## config.mk

```make
export PLATFORM = sky130hd
export DESIGN_NAME = fpsc_top
export DESIGN_NICKNAME = d
export VERILOG_FILES = /design/src/design/fpsc_pkg.sv /design/src/design/fpsc_bitstore.sv /design/src/design/fpsc_sync3.sv /design/src/design/fpsc_top.sv
export SDC_FILE = /design/constraint.sdc
export NUM_CORES = 1
export LEC_CHECK = 0
export BUFFER_PORTS_ARGS = -buffer_cell sky130_fd_sc_hd__buf_4
export CAP_MARGIN = 20
export CORE_MARGIN = 10
export CORE_UTILIZATION = 25
export CTS_BUF_LIST = sky130_fd_sc_hd__clkbuf_16
export DETAILED_ROUTE_END_ITERATION = 8
export SLEW_MARGIN = 20
export SYNTH_ARGS = -nofsm -noshare
export SYNTH_HDL_FRONTEND = slang
export SYNTH_SLANG_ARGS = --single-unit
```

## constraint.sdc

```tcl
create_clock -name pclk -period 3 [get_ports pclk]
set_clock_uncertainty 0.1 [all_clocks]
set_input_delay 0.45 -clock pclk [delete_from_list [all_inputs] [get_ports pclk]]
set_output_delay 0.45 -clock pclk [all_outputs]
set_load 0.005 [all_outputs]
```

## src/design/fpsc_pkg.sv

```systemverilog
// shared constants, register map and state types of the flash protect/status slice
package fpsc_pkg;
   ////////////////////////////////////////////////////////////////////////////////
   // clock and timing
   localparam int CLK_PERIOD_NS = 4; // pclk period, 250 MHz
   localparam int OP_TIME_NS = 2000; // modelled program/erase/bit-program time
   localparam int OP_CYC = (OP_TIME_NS + CLK_PERIOD_NS - 1) / CLK_PERIOD_NS;
   localparam int HOLD_TIME_NS = 100; // handshake busy after each serial byte
   localparam int HOLD_CYC = (HOLD_TIME_NS + CLK_PERIOD_NS - 1) / CLK_PERIOD_NS;
   localparam int ACCEPT_CYC = 2; // cycles the command-accept flag stays high
   ////////////////////////////////////////////////////////////////////////////////
   // register byte offsets
   localparam logic [7:0] OFS_CMD = 8'h00; // write: command to command address
   localparam logic [7:0] OFS_TADDR = 8'h04; // target flash address
   localparam logic [7:0] OFS_TDATA = 8'h08; // write: data to target address
   localparam logic [7:0] OFS_RDATA = 8'h0C; // read: flash read at target address
   localparam logic [7:0] OFS_MODE0 = 8'h10; // flash_mode_reg0
   localparam logic [7:0] OFS_STAT0 = 8'h14; // flash_status_reg0
   localparam logic [7:0] OFS_IRQ_ST = 8'h18; // sticky events, write one to clear
   localparam logic [7:0] OFS_IRQ_MASK = 8'h1C; // interrupt enables
   ////////////////////////////////////////////////////////////////////////////////
   // field positions
   localparam int MODE0_ACCEPT = 0; // command_accept_flag, read only
   localparam int MODE0_EW1 = 1; // erase_write_mode1 select
   localparam int MODE0_VAR2 = 2; // serial variant 2 (uart) select
   localparam int STAT_READY = 7; // sequencer ready
   localparam int STAT_ERASE = 5; // erase_fault_flag / erase_status_bit
   localparam int STAT_PROG = 4; // write_fault_flag / program_status_bit
   localparam int PROT_STAT = 6; // protect bit status in protect read mode
   localparam int IRQ_DONE = 0; // operation finished
   localparam int IRQ_ERR = 1; // error flagged
   ////////////////////////////////////////////////////////////////////////////////
   // commands
   localparam logic [15:0] CMD_READ_ARRAY = 16'h00FF; // also the cancel value
   localparam logic [15:0] CMD_READ_STATUS = 16'h0070;
   localparam logic [15:0] CMD_CLEAR = 16'h0050;
   localparam logic [15:0] CMD_PROGRAM = 16'h0043;
   localparam logic [15:0] CMD_ERASE = 16'h0020;
   localparam logic [15:0] CMD_LOCK = 16'h0077;
   localparam logic [15:0] CMD_PROTECT = 16'h0067;
   localparam logic [15:0] CMD_PROT_MODE = 16'h0061;
   localparam logic [15:0] CMD_CONFIRM = 16'h00D0;
   ////////////////////////////////////////////////////////////////////////////////
   // flash geometry
   localparam int ADDR_W = 20; // target address width
   localparam int BLK_W = 3; // block index width
   localparam int BLK_LSB = 16; // block index position in the address
   localparam int NUM_BLOCKS = 8;
   localparam int TIMER_W = 16;
   localparam logic BIT_RESET = 1'b1; // protect/lock bits: 1 = unprotected/unlocked
   ////////////////////////////////////////////////////////////////////////////////
   // state types
   typedef enum logic [1:0] {SEQ_IDLE, SEQ_WAIT2, SEQ_BUSY} fpsc_seq_e;
   typedef enum logic [1:0] {OP_PROG, OP_ERASE, OP_LOCK, OP_PROT} fpsc_op_e;
   typedef enum logic [1:0] {RM_ARRAY, RM_STATUS, RM_PROT} fpsc_rmode_e;
endpackage

```

## src/design/fpsc_bitstore.sv

```systemverilog
// per-block protect and lock bits with registered read
`timescale 1ns/1ns
module fpsc_bitstore
(
   input wire logic clk,
   input wire logic rst_n,
   input wire logic clr_protect,
   input wire logic clr_lock,
   input wire logic [fpsc_pkg::BLK_W-1:0] wr_block,
   input wire logic [fpsc_pkg::BLK_W-1:0] rd_block,
   output logic rd_protect,
   output logic rd_lock
);
   import fpsc_pkg::*;
   // bits only ever fall to 0; erase of the flash cell is outside this slice
   typedef struct packed {
      logic [NUM_BLOCKS-1:0] protect;
      logic [NUM_BLOCKS-1:0] lock;
      logic rp;
      logic rl;
   } fpsc_bits_s;
   fpsc_bits_s st;
   fpsc_bits_s next_st;
   ////////////////////////////////////////////////////////////////////////////////
   // clear on program, read out through a register
   always_comb
   begin
      next_st = st;
      if (clr_protect)
      begin
         next_st.protect[wr_block] = 1'b0;
      end
      if (clr_lock)
      begin
         next_st.lock[wr_block] = 1'b0;
      end
      next_st.rp = st.protect[rd_block];
      next_st.rl = st.lock[rd_block];
   end
   // state register
   always_ff @(posedge clk or negedge rst_n)
   begin
      if (!rst_n)
      begin
         st <= {{(2 * NUM_BLOCKS + 2){BIT_RESET}}};
      end
      else
      begin
         st <= next_st;
      end
   end
   assign rd_protect = st.rp;
   assign rd_lock = st.rl;
endmodule // fpsc_bitstore

```

## src/design/fpsc_sync3.sv

```systemverilog
// three-flop synchroniser with agreement filter for one pin
`timescale 1ns/1ns
module fpsc_sync3
(
   input wire logic clk,
   input wire logic rst_n,
   input wire logic pin,
   output logic level
);
   import fpsc_pkg::*;
   // s1 is read only by s2
   typedef struct packed {
      logic s1;
      logic s2;
      logic s3;
      logic val;
   } fpsc_sync_s;
   fpsc_sync_s st;
   fpsc_sync_s next_st;
   ////////////////////////////////////////////////////////////////////////////////
   // shift and accept a change once stages two and three agree
   always_comb
   begin
      next_st = st;
      next_st.s1 = pin;
      next_st.s2 = st.s1;
      next_st.s3 = st.s2;
      if (st.s2 == st.s3)
      begin
         next_st.val = st.s3;
      end
   end
   // state register
   always_ff @(posedge clk or negedge rst_n)
   begin
      if (!rst_n)
      begin
         st <= '0;
      end
      else
      begin
         st <= next_st;
      end
   end
   assign level = st.val;
endmodule // fpsc_sync3

```

## src/design/fpsc_top.sv

```systemverilog
// flash command sequencer: protect bit program, protect status mode, error status, serial pins
//
// Contract
// 0067h then 00D0h starts protect program
// software checks accept flag low between writes
// successful protect program clears block bit
// ready flag low during operation
// 0061h enters protect bit status mode
// any read returns addressed block protect status
// software issues 0061h from RAM
// fault flags mirror status bits, zero means fine
// bad confirm data sets both flags
// unavailable address sets both flags
// locked or failed erase flags erase fault
// locked, failed program or bit flags write fault
// software clears status before handling errors
// two serial variants on first uart channel
// programmer holds serial clock low in reset
// busy pin handshake or program monitor
// 0050h clears status bits and fault flags
// after operation return to mode-dependent read
// protect status mode persists until next command
`timescale 1ns/1ns
module fpsc_top
(
   input wire logic pclk,
   input wire logic presetn,
   input wire logic psel,
   input wire logic penable,
   input wire logic pwrite,
   input wire logic [7:0] paddr,
   input wire logic [31:0] pwdata,
   output logic [31:0] prdata,
   output logic pready,
   output logic pslverr,
   input wire logic [15:0] array_rdata,
   input wire logic array_fail,
   input wire logic serial_clk_pin,
   input wire logic boot_select_pin,
   input wire logic ce_pin,
   input wire logic programming_mode_pin,
   output logic busy_pin,
   output logic serial_mode_active,
   output logic irq
);
   import fpsc_pkg::*;
   ////////////////////////////////////////////////////////////////////////////////
   // state
   typedef struct packed {
      fpsc_seq_e seq; // sequencer state
      fpsc_op_e op; // pending or running operation
      fpsc_rmode_e rmode; // what a flash read returns
      logic [ADDR_W-1:0] taddr; // target address
      logic [TIMER_W-1:0] timer; // operation countdown
      logic [1:0] accept_cnt; // command_accept_flag while nonzero
      logic sr_erase; // erase_status_bit
      logic sr_prog; // program_status_bit
      logic ew1; // erase_write_mode1 selected
      logic variant2; // serial variant 2 selected
      logic [1:0] irq_st; // sticky events
      logic [1:0] irq_mask; // event enables
      logic [31:0] rdata; // read data captured in setup
      logic slverr; // error captured in setup
      logic link_prev; // last synchronised serial clock
      logic [2:0] bit_cnt; // serial clock edges in current byte
      logic [TIMER_W-1:0] hold; // byte handshake busy countdown
   } fpsc_top_s;
   fpsc_top_s st;
   fpsc_top_s next_st;
   ////////////////////////////////////////////////////////////////////////////////
   // helpers
   logic setup; // apb setup phase
   logic wr_acc; // apb write taking effect
   logic sclk; // synchronised serial clock
   logic boot_hi; // synchronised boot select
   logic ce_hi; // synchronised chip enable
   logic epm_hi; // synchronised programming mode pin
   logic blk_prot; // protect bit of the target block
   logic blk_lock; // lock bit of the target block
   logic clr_protect; // bitstore protect clear strobe
   logic clr_lock; // bitstore lock clear strobe
   logic [15:0] stat_word; // status register image
   logic [15:0] wdat; // low half of write data
   logic addr_bad; // target outside flash
   logic op_done; // last busy cycle
   logic fault; // failure at end of operation
   assign setup = psel & ~penable;
   assign wr_acc = psel & penable & pwrite;
   assign wdat = pwdata[15:0];
   assign addr_bad = st.taddr[ADDR_W-1]; // top half of the space is unpopulated
   assign op_done = (st.seq == SEQ_BUSY) && (st.timer == TIMER_W'(1));
   ////////////////////////////////////////////////////////////////////////////////
   // status word: ready, erase and program status
   always_comb
   begin
      stat_word = '0;
      stat_word[STAT_READY] = (st.seq != SEQ_BUSY);
      stat_word[STAT_ERASE] = st.sr_erase;
      stat_word[STAT_PROG] = st.sr_prog;
   end
   ////////////////////////////////////////////////////////////////////////////////
   // pin synchronisers
   fpsc_sync3 u_sync_sclk
   (
      .clk(pclk),
      .rst_n(presetn),
      .pin(serial_clk_pin),
      .level(sclk)
   );
   fpsc_sync3 u_sync_boot
   (
      .clk(pclk),
      .rst_n(presetn),
      .pin(boot_select_pin),
      .level(boot_hi)
   );
   fpsc_sync3 u_sync_ce
   (
      .clk(pclk),
      .rst_n(presetn),
      .pin(ce_pin),
      .level(ce_hi)
   );
   fpsc_sync3 u_sync_epm
   (
      .clk(pclk),
      .rst_n(presetn),
      .pin(programming_mode_pin),
      .level(epm_hi)
   );
   ////////////////////////////////////////////////////////////////////////////////
   // protect and lock bits
   fpsc_bitstore u_bits
   (
      .clk(pclk),
      .rst_n(presetn),
      .clr_protect(clr_protect),
      .clr_lock(clr_lock),
      .wr_block(st.taddr[BLK_LSB+BLK_W-1:BLK_LSB]),
      .rd_block(st.taddr[BLK_LSB+BLK_W-1:BLK_LSB]),
      .rd_protect(blk_prot),
      .rd_lock(blk_lock)
   );
   ////////////////////////////////////////////////////////////////////////////////
   // end-of-operation verdict
   always_comb
   begin
      fault = array_fail;
      // programming or erasing a locked block fails too
      if ((st.op == OP_PROG || st.op == OP_ERASE) && !blk_lock)
      begin
         fault = 1'b1;
      end
      clr_protect = op_done && !fault && (st.op == OP_PROT);
      clr_lock = op_done && !fault && (st.op == OP_LOCK);
   end
   ////////////////////////////////////////////////////////////////////////////////
   // sequencer, registers, serial handshake
   always_comb
   begin
      logic [1:0] ev; // events of this cycle
      ev = '0;
      next_st = st;
      if (st.accept_cnt != 2'd0)
      begin
         next_st.accept_cnt = st.accept_cnt - 2'd1;
      end
      // operation countdown and completion
      if (st.seq == SEQ_BUSY)
      begin
         next_st.timer = st.timer - TIMER_W'(1);
         if (op_done)
         begin
            next_st.seq = SEQ_IDLE;
            ev[IRQ_DONE] = 1'b1;
            // return to the read mode of the erase-write mode
            next_st.rmode = st.ew1 ? RM_ARRAY : RM_STATUS;
            if (fault)
            begin
               ev[IRQ_ERR] = 1'b1;
               if (st.op == OP_ERASE)
               begin
                  next_st.sr_erase = 1'b1;
               end
               else
               begin
                  next_st.sr_prog = 1'b1;
               end
            end
         end
      end
      // apb writes
      if (wr_acc)
      begin
         unique case (paddr)
            OFS_CMD:
            begin
               // commands are ignored while an operation runs
               if (st.seq != SEQ_BUSY)
               begin
                  unique case (wdat)
                     CMD_READ_ARRAY:
                     begin
                        next_st.seq = SEQ_IDLE;
                        next_st.rmode = RM_ARRAY;
                     end
                     CMD_READ_STATUS:
                     begin
                        // not available in erase-write mode 1
                        if (!st.ew1)
                        begin
                           next_st.seq = SEQ_IDLE;
                           next_st.rmode = RM_STATUS;
                        end
                     end
                     CMD_CLEAR:
                     begin
                        next_st.sr_erase = 1'b0;
                        next_st.sr_prog = 1'b0;
                     end
                     CMD_PROT_MODE:
                     begin
                        next_st.seq = SEQ_IDLE;
                        next_st.rmode = RM_PROT;
                     end
                     CMD_PROGRAM, CMD_ERASE, CMD_LOCK, CMD_PROTECT:
                     begin
                        next_st.seq = SEQ_WAIT2;
                        next_st.accept_cnt = 2'(ACCEPT_CYC);
                        next_st.op = (wdat == CMD_PROGRAM) ? OP_PROG :
                           (wdat == CMD_ERASE) ? OP_ERASE :
                           (wdat == CMD_LOCK) ? OP_LOCK : OP_PROT;
                     end
                     default: ; // unknown command words change nothing
                  endcase
               end
            end
            OFS_TADDR:
            begin
               // the address stays fixed during an operation
               if (st.seq != SEQ_BUSY)
               begin
                  next_st.taddr = pwdata[ADDR_W-1:0];
               end
            end
            OFS_TDATA:
            begin
               // second write; dropped while the accept flag is still high
               if (st.seq == SEQ_WAIT2 && st.accept_cnt == 2'd0)
               begin
                  if (addr_bad)
                  begin
                     next_st.seq = SEQ_IDLE;
                     next_st.sr_erase = 1'b1;
                     next_st.sr_prog = 1'b1;
                     ev[IRQ_ERR] = 1'b1;
                  end
                  else if (st.op == OP_PROG || wdat == CMD_CONFIRM)
                  begin
                     next_st.seq = SEQ_BUSY;
                     next_st.timer = TIMER_W'(OP_CYC);
                  end
                  else if (wdat == CMD_READ_ARRAY)
                  begin
                     next_st.seq = SEQ_IDLE; // cancelled
                     next_st.rmode = RM_ARRAY;
                  end
                  else
                  begin
                     next_st.seq = SEQ_IDLE;
                     next_st.sr_erase = 1'b1;
                     next_st.sr_prog = 1'b1;
                     ev[IRQ_ERR] = 1'b1;
                  end
               end
            end
            OFS_MODE0:
            begin
               next_st.ew1 = pwdata[MODE0_EW1];
               next_st.variant2 = pwdata[MODE0_VAR2];
               // erase-write mode 1 reads the array, or protect status after 0061h
               if (pwdata[MODE0_EW1])
               begin
                  next_st.rmode = RM_ARRAY;
               end
            end
            OFS_IRQ_ST: next_st.irq_st = st.irq_st & ~pwdata[1:0];
            OFS_IRQ_MASK: next_st.irq_mask = pwdata[1:0];
            default: ; // read-only and unmapped offsets ignore writes
         endcase
      end
      // a new event wins over a clear in the same cycle
      next_st.irq_st = next_st.irq_st | ev;
      // read data and error are captured in setup, shown in access
      if (setup)
      begin
         next_st.rdata = '0;
         next_st.slverr = 1'b0;
         unique case (paddr)
            OFS_CMD, OFS_TDATA: next_st.rdata = '0;
            OFS_TADDR: next_st.rdata = 32'(st.taddr);
            OFS_RDATA:
            begin
               unique case (st.rmode)
                  RM_ARRAY: next_st.rdata = 32'(array_rdata);
                  RM_STATUS: next_st.rdata = 32'(stat_word);
                  RM_PROT: next_st.rdata[PROT_STAT] = blk_prot;
               endcase
            end
            OFS_MODE0:
            begin
               next_st.rdata[MODE0_ACCEPT] = (st.accept_cnt != 2'd0);
               next_st.rdata[MODE0_EW1] = st.ew1;
               next_st.rdata[MODE0_VAR2] = st.variant2;
            end
            OFS_STAT0: next_st.rdata = 32'(stat_word);
            OFS_IRQ_ST: next_st.rdata = 32'(st.irq_st);
            OFS_IRQ_MASK: next_st.rdata = 32'(st.irq_mask);
            default: next_st.slverr = 1'b1; // unmapped
         endcase
      end
      // serial clock edges count bits only in variant 1
      next_st.link_prev = sclk;
      if (st.hold != '0)
      begin
         next_st.hold = st.hold - TIMER_W'(1);
      end
      if (!serial_mode_active || st.variant2)
      begin
         next_st.bit_cnt = '0;
      end
      else if (sclk && !st.link_prev)
      begin
         next_st.bit_cnt = st.bit_cnt + 3'd1;
         if (st.bit_cnt == 3'd7)
         begin
            next_st.hold = TIMER_W'(HOLD_CYC);
         end
      end
   end
   ////////////////////////////////////////////////////////////////////////////////
   // state register
   always_ff @(posedge pclk or negedge presetn)
   begin
      if (!presetn)
      begin
         st <= '0;
      end
      else
      begin
         st <= next_st;
      end
   end
   ////////////////////////////////////////////////////////////////////////////////
   // outputs
   assign prdata = st.rdata;
   assign pready = 1'b1; // zero wait states
   assign pslverr = st.slverr & psel & penable;
   assign irq = |(st.irq_st & st.irq_mask);
   assign serial_mode_active = boot_hi & ce_hi & ~epm_hi;
   // variant 1 handshakes each byte; variant 2 only monitors the operation
   assign busy_pin = (st.seq == SEQ_BUSY) | (~st.variant2 & (st.hold != '0));
endmodule // fpsc_top

```

==> impl_metrics.ini, run 1 <==
[clocking]
cts_tree = done
cts_buffers = 17
clkSlewWorstSetupHoldPaths_ns = 0.06
clk_latency_ns = 0.42
cts_max_level = 4
ctsLongestPathBuffers = 2
cts_sinks = 127
root_buffer = clkbuf_16

[synth]
synthArstFlopShare = 1.00
synth-seq-cells = 127
netlist_instances = 625
synth_edf_count = 0
synth_flop_cell = dfrtp_1
syn-cell-area_um2 = 6310
postSynthAreaPerCell_um2 = 10.1
ys_seq_area_frac = 0.507
ys_types = 63
yosys_warnings = 0

[final_layout]
layout_common_cells = dfrtp_1, buf_4, nand2_1
area.growth.synth_to_final_pct = 23.0
drive_above_1_share = 0.256
fill_cells = 2602
nets = 762
final_common_cell = dfrtp_1

[routing]
ant_nets = 0
avgViaCountPerCell = 4.60
drtIter0Drc = 282
route.detailed.drc = 0
drtPass1Iterations = 5
routed_wirelength_mm = 15.3
vias = 4738
routedWlPerCell_um = 14.8

[grt]
grt_pass1_vias = 4675
grt-ovfl-total = 0
grt_start_max_net_pins = 47
antenna_found_initial = 1
grt_use_total = 0.0979
grt_pass1_wl_mm = 25.1

[placed_design]
dp_hpwl_mm = 11.3
pre_cts_ws_ns = 0.313
place.port_buffers = 77
gp_congestion = 0.857

[sta]
timing.final.ws_setup_ns = 0.102
fin_crit_ns = 2.90
post-route-period-util = 0.966
setup_violations = 0
max_freq_mhz = 345
rsz0062_at_grt = no
tns_ns = 0
tightest_slew_ns = 0.607
holdWs_ns = 0.0324
hold_viol_final = 0
max-slew-margin-rel = 0.595
slew_viol_final = 0

[floorplan]
fp.dieArea_um2 = 32000
core-area_um2 = 25000
row_count = 58
start_util = 0.252
dieHeight_um = 179
pin_count = 103
dieWidth_um = 179

[power]
ir_drop_uv = 354
power.total_mw = 4.09
p_per_area_nw_per_um2 = 527
leakagePower_nw = 3.34

[worst_setup_path]
critical_path_class = register to primary output
worstPathMaxFanout = 5
rr_startpoint = st[70]
worstPathArrival_ns = 2.35
r2r_end = u_bits.st[15]
r2r_slack_ns = 0.32
rr_worst_depth = 6
worstPathRequired_ns = 2.45
end_kind = primary output
critPathLaunchType = register

[worst_hold_path]
min_from = ce_pin
hold_path_end = u_sync_ce.next_st[2]
hold_path.class = input port to register
hold_depth = 1

[outcome]
status = complete, no violations

[job]
maxCapViolCount = 0
-- cell families (layout without fill, tap and decap cells) --
kind of cell	count (synthesis)	after routing	share of synthesized area
other cells	2	14	0.00119
compound gates	113	113	0.117
simple gates	236	236	0.196
flops	127	127	0.507
xor+xnor	27	27	0.0375
mux	28	28	0.0492
buf+inv	79	143	0.0670
fa+ha+maj	13	13	0.0242
-- cell type report --
class	count	area, um2	area share
inverter	18	67.6	0.00871
clock inverter	15	186	0.0240
timing repair buffer	93	726	0.0935
sequential	127	3200	0.412
clock buffer	17	425	0.0548
tap	330	413	0.0532
antenna	1	2.50	0.000322
multi-input combinational	430	2740	0.353
-- cell usage after synthesis, drive strengths merged, types with 9 or more instances --
master  count  share of area
dfstp      18          0.075
nor2       48          0.030
mux2       24          0.043
a22oi      13          0.015
clkbuf     24          0.014
nor4       13          0.014
nand3      19          0.015
nand2      68          0.040
nor3       17          0.013
a21oi      14          0.011
buf        37          0.042
ha          9          0.018
inv        18          0.011
xnor2      16          0.022
o21ai      39          0.031
dfrtp     109           0.43
nor2b       9         0.0089
xor2       11          0.015
-- sequential cells by signal, summed over array words and instances (netlist names), 2 cells and up --
name                 count
st                      72
u_sync_epm.next_st       2
u_bits.st               16
u_sync_boot.next_st      2
prdata                  20
u_sync_ce.next_st        2
u_sync_sclk.next_st      2
-- through the flow --
stage / instances / util / instance area, um2
floorplan: 636 / - / 6350
global placement: 996 / 0.284 / 7120
detailed placement: 996 / 0.284 / 7120
CTS: 1029 / 0.310 / 7750
global route: 1030 / 0.310 / 7760
finish: 1031 / 0.310 / 7760
-- critical path, stage by stage (launching register included) --
cell     delay, ns
dfrtp_1       0.42
or4_4         0.58
or4_4         0.48
nor2b_4       0.17
o21ai_0       0.13
buf_4         0.17
-- what timing repair did --
item,4_1_cts,5_1_grt
hold buffers,1,0
gates resized for setup,2,0
buffers inserted,0,1
endpoints found under the hold margin,33,0
gates cloned,0,0
pin swaps,0,1
endpoints found under the setup margin,1,1
-- how the worst max path moves through the flow --
stage | depth (start not counted) | end | start | slack (ns)
3_5_place_dp | 5 | busy_pin | st[2] | 0.31
4_1_cts | 5 | busy_pin | st[2] | 0.02
5_1_grt | 5 | busy_pin | st[2] | 0.03
3_3_place_gp | 5 | busy_pin | st[2] | 0.35
2_1_floorplan | 4 | busy_pin | st[2] | 0.63
6_report | 5 | busy_pin | st[2] | 0.10
-- where the power goes --
group | internal [mW] | leakage (nW) | switching (mW) | total [mW]
Sequential | 1.74 | 1.57 | 0.0145 | 1.75
Clock | 1.32 | 0.292 | 0.823 | 2.14
Combinational | 0.0834 | 1.47 | 0.109 | 0.192
Total | 3.14 | 3.34 | 0.946 | 4.09
-- metal layers --
layer | part of all wire | vias up | global-route usage
li1 | - | 2301 | -
met1 | 0.44 | 2309 | 0.123
met2 | 0.48 | 110 | 0.154
met3 | 0.059 | 18 | 0.0270
met4 | 0.020 | 0 | 0.0434
met5 | 0 | - | 0
Note: power is estimated with default switching activity, not from simulation.
==> run 2, diff against run 1 <==
CORE_MARGIN = 4   (was 10)
PLACE_DENSITY = 0.49   (was not set)
==> impl_metrics.ini, run 2 (synthesis results as in run 1) <==
[sta]
holdWs_ns = 0.0366
post-route-period-util = 0.960
tns_ns = 0
fin_crit_ns = 2.88
timing.final.ws_setup_ns = 0.120
max-slew-margin-rel = 0.601
max_freq_mhz = 347
slew_viol_final = 0
hold_viol_final = 0
rsz0062_at_grt = no
setup_violations = 0
tightest_slew_ns = 0.593

[final_layout]
area.growth.synth_to_final_pct = 21.8
nets = 762
fill_cells = 2559
largest_register = st
diodes = 0
stdcell_area_um2 = 7680
largest_register_ffs = 72
drive_above_1_share = 0.254
final_common_cell = dfrtp_1
layout_common_cells = dfrtp_1, buf_4, nand2_1
layout.cells.non_filler = 1024
utilization = 0.312

[floorplan]
row_count = 57
fp.dieArea_um2 = 27800
dieHeight_um = 167
dieWidth_um = 167
pin_count = 103
core-area_um2 = 24600
start_util = 0.256

[clocking]
root_buffer = clkbuf_16
post_cts_buffers = 0
clk_latency_ns = 0.41
ctsLongestPathBuffers = 2
cts_tree = done
clkSlewWorstSetupHoldPaths_ns = 0.06
cts_sinks = 127
cts_buffers = 17
cts_max_level = 4

[routing]
vias = 4616
drtPass1Iterations = 6
route.detailed.drc = 0
ant_nets = 0
routed_wirelength_mm = 14.9
routedWlPerCell_um = 14.5
drtIter0Drc = 253
avgViaCountPerCell = 4.51

[outcome]
status = complete, no violations

[placed_design]
gp_congestion = 0.811
place.port_buffers = 77
placed_cell_area_um2 = 7110
placedCellCount = 991
pre_cts_ws_ns = 0.350
dp_hpwl_mm = 10.9

[worst_setup_path]
r2r_end = u_bits.st[15]
critical_path_class = register to primary output
worstPathRequired_ns = 2.45
end_kind = primary output
worstPathArrival_ns = 2.33
worstPathMaxFanout = 5
rr_worst_depth = 6
critPathLaunchType = register
rr_startpoint = st[69]
r2r_slack_ns = 0.38

[grt]
grt_pass1_wl_mm = 24.9
grt_use_total = 0.110
antenna_found_initial = 1
grt_start_max_net_pins = 65
grt-ovfl-total = 0
grt_pass1_vias = 4699

[worst_hold_path]
hold_depth = 1
hold_path.class = input port to register
min_from = programming_mode_pin
hold_path_end = u_sync_epm.next_st[2]

[power]
p_per_area_nw_per_um2 = 507
ir_drop_uv = 367
power.total_mw = 3.90
leakagePower_nw = 3.30

[job]
maxCapViolCount = 0
==> run 2: metal layers <==
layer  GRT usage  vias up  part of all wire
met5           0        -           0.00087
met2       0.170       98              0.46
met1       0.149     2210              0.48
li1            -     2296                 -
met3      0.0337       10             0.045
met4      0.0299        2            0.0087
==> run 2: cell type report <==
cell class,instances,area (um2),area share
flip-flops and latches,127,3200,0.417
multi-input cells,430,2730,0.356
inverters,18,67.6,0.00879
well taps,324,405,0.0528
clock inverters,15,138,0.0179
clock buffers,17,425,0.0554
repair buffers,93,713,0.0928
==> run 2: worst max path at each step <==
| stage | slack (ns) | to | startpoint |
|---|---|---|---|
| finish | 0.12 | busy_pin | st[2] |
| global route | 0.04 | busy_pin | st[2] |
| CTS | 0.08 | busy_pin | st[2] |
| detailed placement | 0.35 | u_bits.st[15] | st[70] |
| global placement | 0.38 | u_bits.st[15] | st[69] |
| floorplan | 0.63 | busy_pin | st[2] |
==> run 2: worst max-delay path, stage by stage (launching register included) <==
cell	delay, ns
dfrtp_1	0.42
or4_4	0.57
or4_4	0.53
nor2b_2	0.14
o21ai_0	0.10
buf_4	0.15
==> run 2: what timing repair did <==
item | in CTS | in global routing
hold buffers | 1 | 0
hold endpoints to repair | 20 | 0
gates resized for setup | 0 | 1
setup endpoints to repair | 0 | 1
==> run 2: power breakdown <==
part	switching (mW)	leakage [nW]	internal, mW	total [mW]
logic	0.107	1.46	0.0813	0.189
clock network	0.809	0.264	1.15	1.96
registers	0.0152	1.57	1.74	1.75
total	0.932	3.30	2.97	3.90
==> run 3, diff against run 2 <==
CORE_ASPECT_RATIO = 1.1   (was not set)
==> impl_metrics.ini, run 3 (synthesis results as in run 1) <==
[clocking]
cts_max_level = 4
cts_sinks = 127
cts_tree = done
cts_buffers = 17
ctsLongestPathBuffers = 2
root_buffer = clkbuf_16
clkSlewWorstSetupHoldPaths_ns = 0.06
clk_latency_ns = 0.41

[sta]
setup_violations = 0
rsz0062_at_grt = no
post-route-period-util = 0.950
max_freq_mhz = 351
tightest_slew_ns = 0.590
timing.final.ws_setup_ns = 0.151
fin_crit_ns = 2.85
max-slew-margin-rel = 0.607
tns_ns = 0
slew_viol_final = 0
hold_viol_final = 0

[worst_setup_path]
critical_path_class = register to primary output
end_kind = primary output
worstPathArrival_ns = 2.30
rr_startpoint = st[70]
cpPeakStageDelay_ns = 0.57
worst_path_max_delay_cell = or4_4
rr_worst_depth = 6
path_cells = or4_4 > or4_4 > nor2b_4 > o21ai_0 > buf_4
r2r_end = u_bits.st[15]
worstPathMaxFanout = 4
r2r_slack_ns = 0.39
crit_end = busy_pin
cp-startpoint = st[2]
worstPathRequired_ns = 2.45
critPathLaunchType = register
crit_top_cell = or4_4

[floorplan]
fp.dieArea_um2 = 27800
start_util = 0.256
pin_count = 103
core-area_um2 = 24600
row_count = 60
dieHeight_um = 175
dieWidth_um = 159

[power]
ir_drop_uv = 280
p_per_area_nw_per_um2 = 527
leakagePower_nw = 3.36

[routing]
drtPass1Iterations = 7
routed_wirelength_mm = 15.2
avgViaCountPerCell = 4.64
ant_nets = 0
routedWlPerCell_um = 15.0
vias = 4698
drtIter0Drc = 239
route.detailed.drc = 0

[final_layout]
fill_cells = 2525
nets = 764
diodes = 0
final_common_cell = dfrtp_1
area.growth.synth_to_final_pct = 22.5
largest_register_ffs = 72
layout_common_cells = dfrtp_1, buf_4, nand2_1
drive_above_1_share = 0.251
largest_register = st

[grt]
grt_start_max_net_pins = 59
grt-ovfl-total = 0
grt_pass1_vias = 4839
grt_use_total = 0.112
grt_pass1_wl_mm = 25.3
antenna_found_initial = 0

[placed_design]
place.port_buffers = 77
dp_hpwl_mm = 11.0
pre_cts_ws_ns = 0.356
gp_congestion = 0.828

[worst_hold_path]
hold_path.class = input port to register

[outcome]
status = complete, no violations

[job]
maxCapViolCount = 0
==> run 3: per-layer routing <==
metal	vias to the layer above	GRT usage	share of wire
li1	2306	-	-
met2	99	0.187	0.49
met5	-	0	0
met4	0	0.0376	0.016
met3	17	0.0271	0.040
met1	2276	0.142	0.45
==> run 3: worst min path at each step <==
stage	slack (ns)	from	end	cells after the start
finish	0.04	boot_select_pin	u_sync_boot.next_st[2]	1
global route	0.02	ce_pin	u_sync_ce.next_st[2]	1
CTS	0.02	ce_pin	u_sync_ce.next_st[2]	1
detailed placement	0.23	presetn	u_sync_ce.next_st[2]	1
global placement	0.22	presetn	u_sync_ce.next_st[2]	1
floorplan	0.05	presetn	addr_bad	0
==> run 3: timing repair <==
item                       CTS  global route
hold endpoints to repair    12             0
pin swaps                    0             1
setup endpoints to repair    1             1
hold buffers                 1             0
setup buffers                0             2
gates resized for setup      2             0
cloned                       0             0
==> run 3: area by class of cell <==
class,instances,area (um2),share of cell area
flip-flops and latches,127,3200,0.414
multi-input cells,430,2740,0.354
repair buffers,95,728,0.0942
clock buffers,17,425,0.0551
well taps,310,388,0.0502
clock inverters,15,179,0.0232
inverters,18,67.6,0.00874
==> run 3: critical path: cells and delay by family, from the launching register on <==
family / cells / cell delay [ns]
simple gates: 3 / 1.22
buf+inv: 1 / 0.16
compound gates: 1 / 0.11
flops: 1 / 0.41
==> run 3: through the flow <==
step	utilization	power (mW)	hold WS [ns]	area, um2	cells
after global placement	0.288	1.98	0.224	7090	977
after CTS	0.313	4.14	0.0214	7710	1010
after global routing	0.314	4.22	0.0233	7730	1012
final	0.314	4.07	0.0382	7730	1012
after floorplan	-	1.86	0.0544	6350	636
after detailed placement	0.288	1.98	0.228	7090	977
==> run 3: report_power, final <==
group	total, mW	switching [mW]	internal, mW
Sequential	1.75	0.0148	1.74
Clock	2.13	0.756	1.37
Combinational	0.193	0.110	0.0823
Total	4.07	0.881	3.19
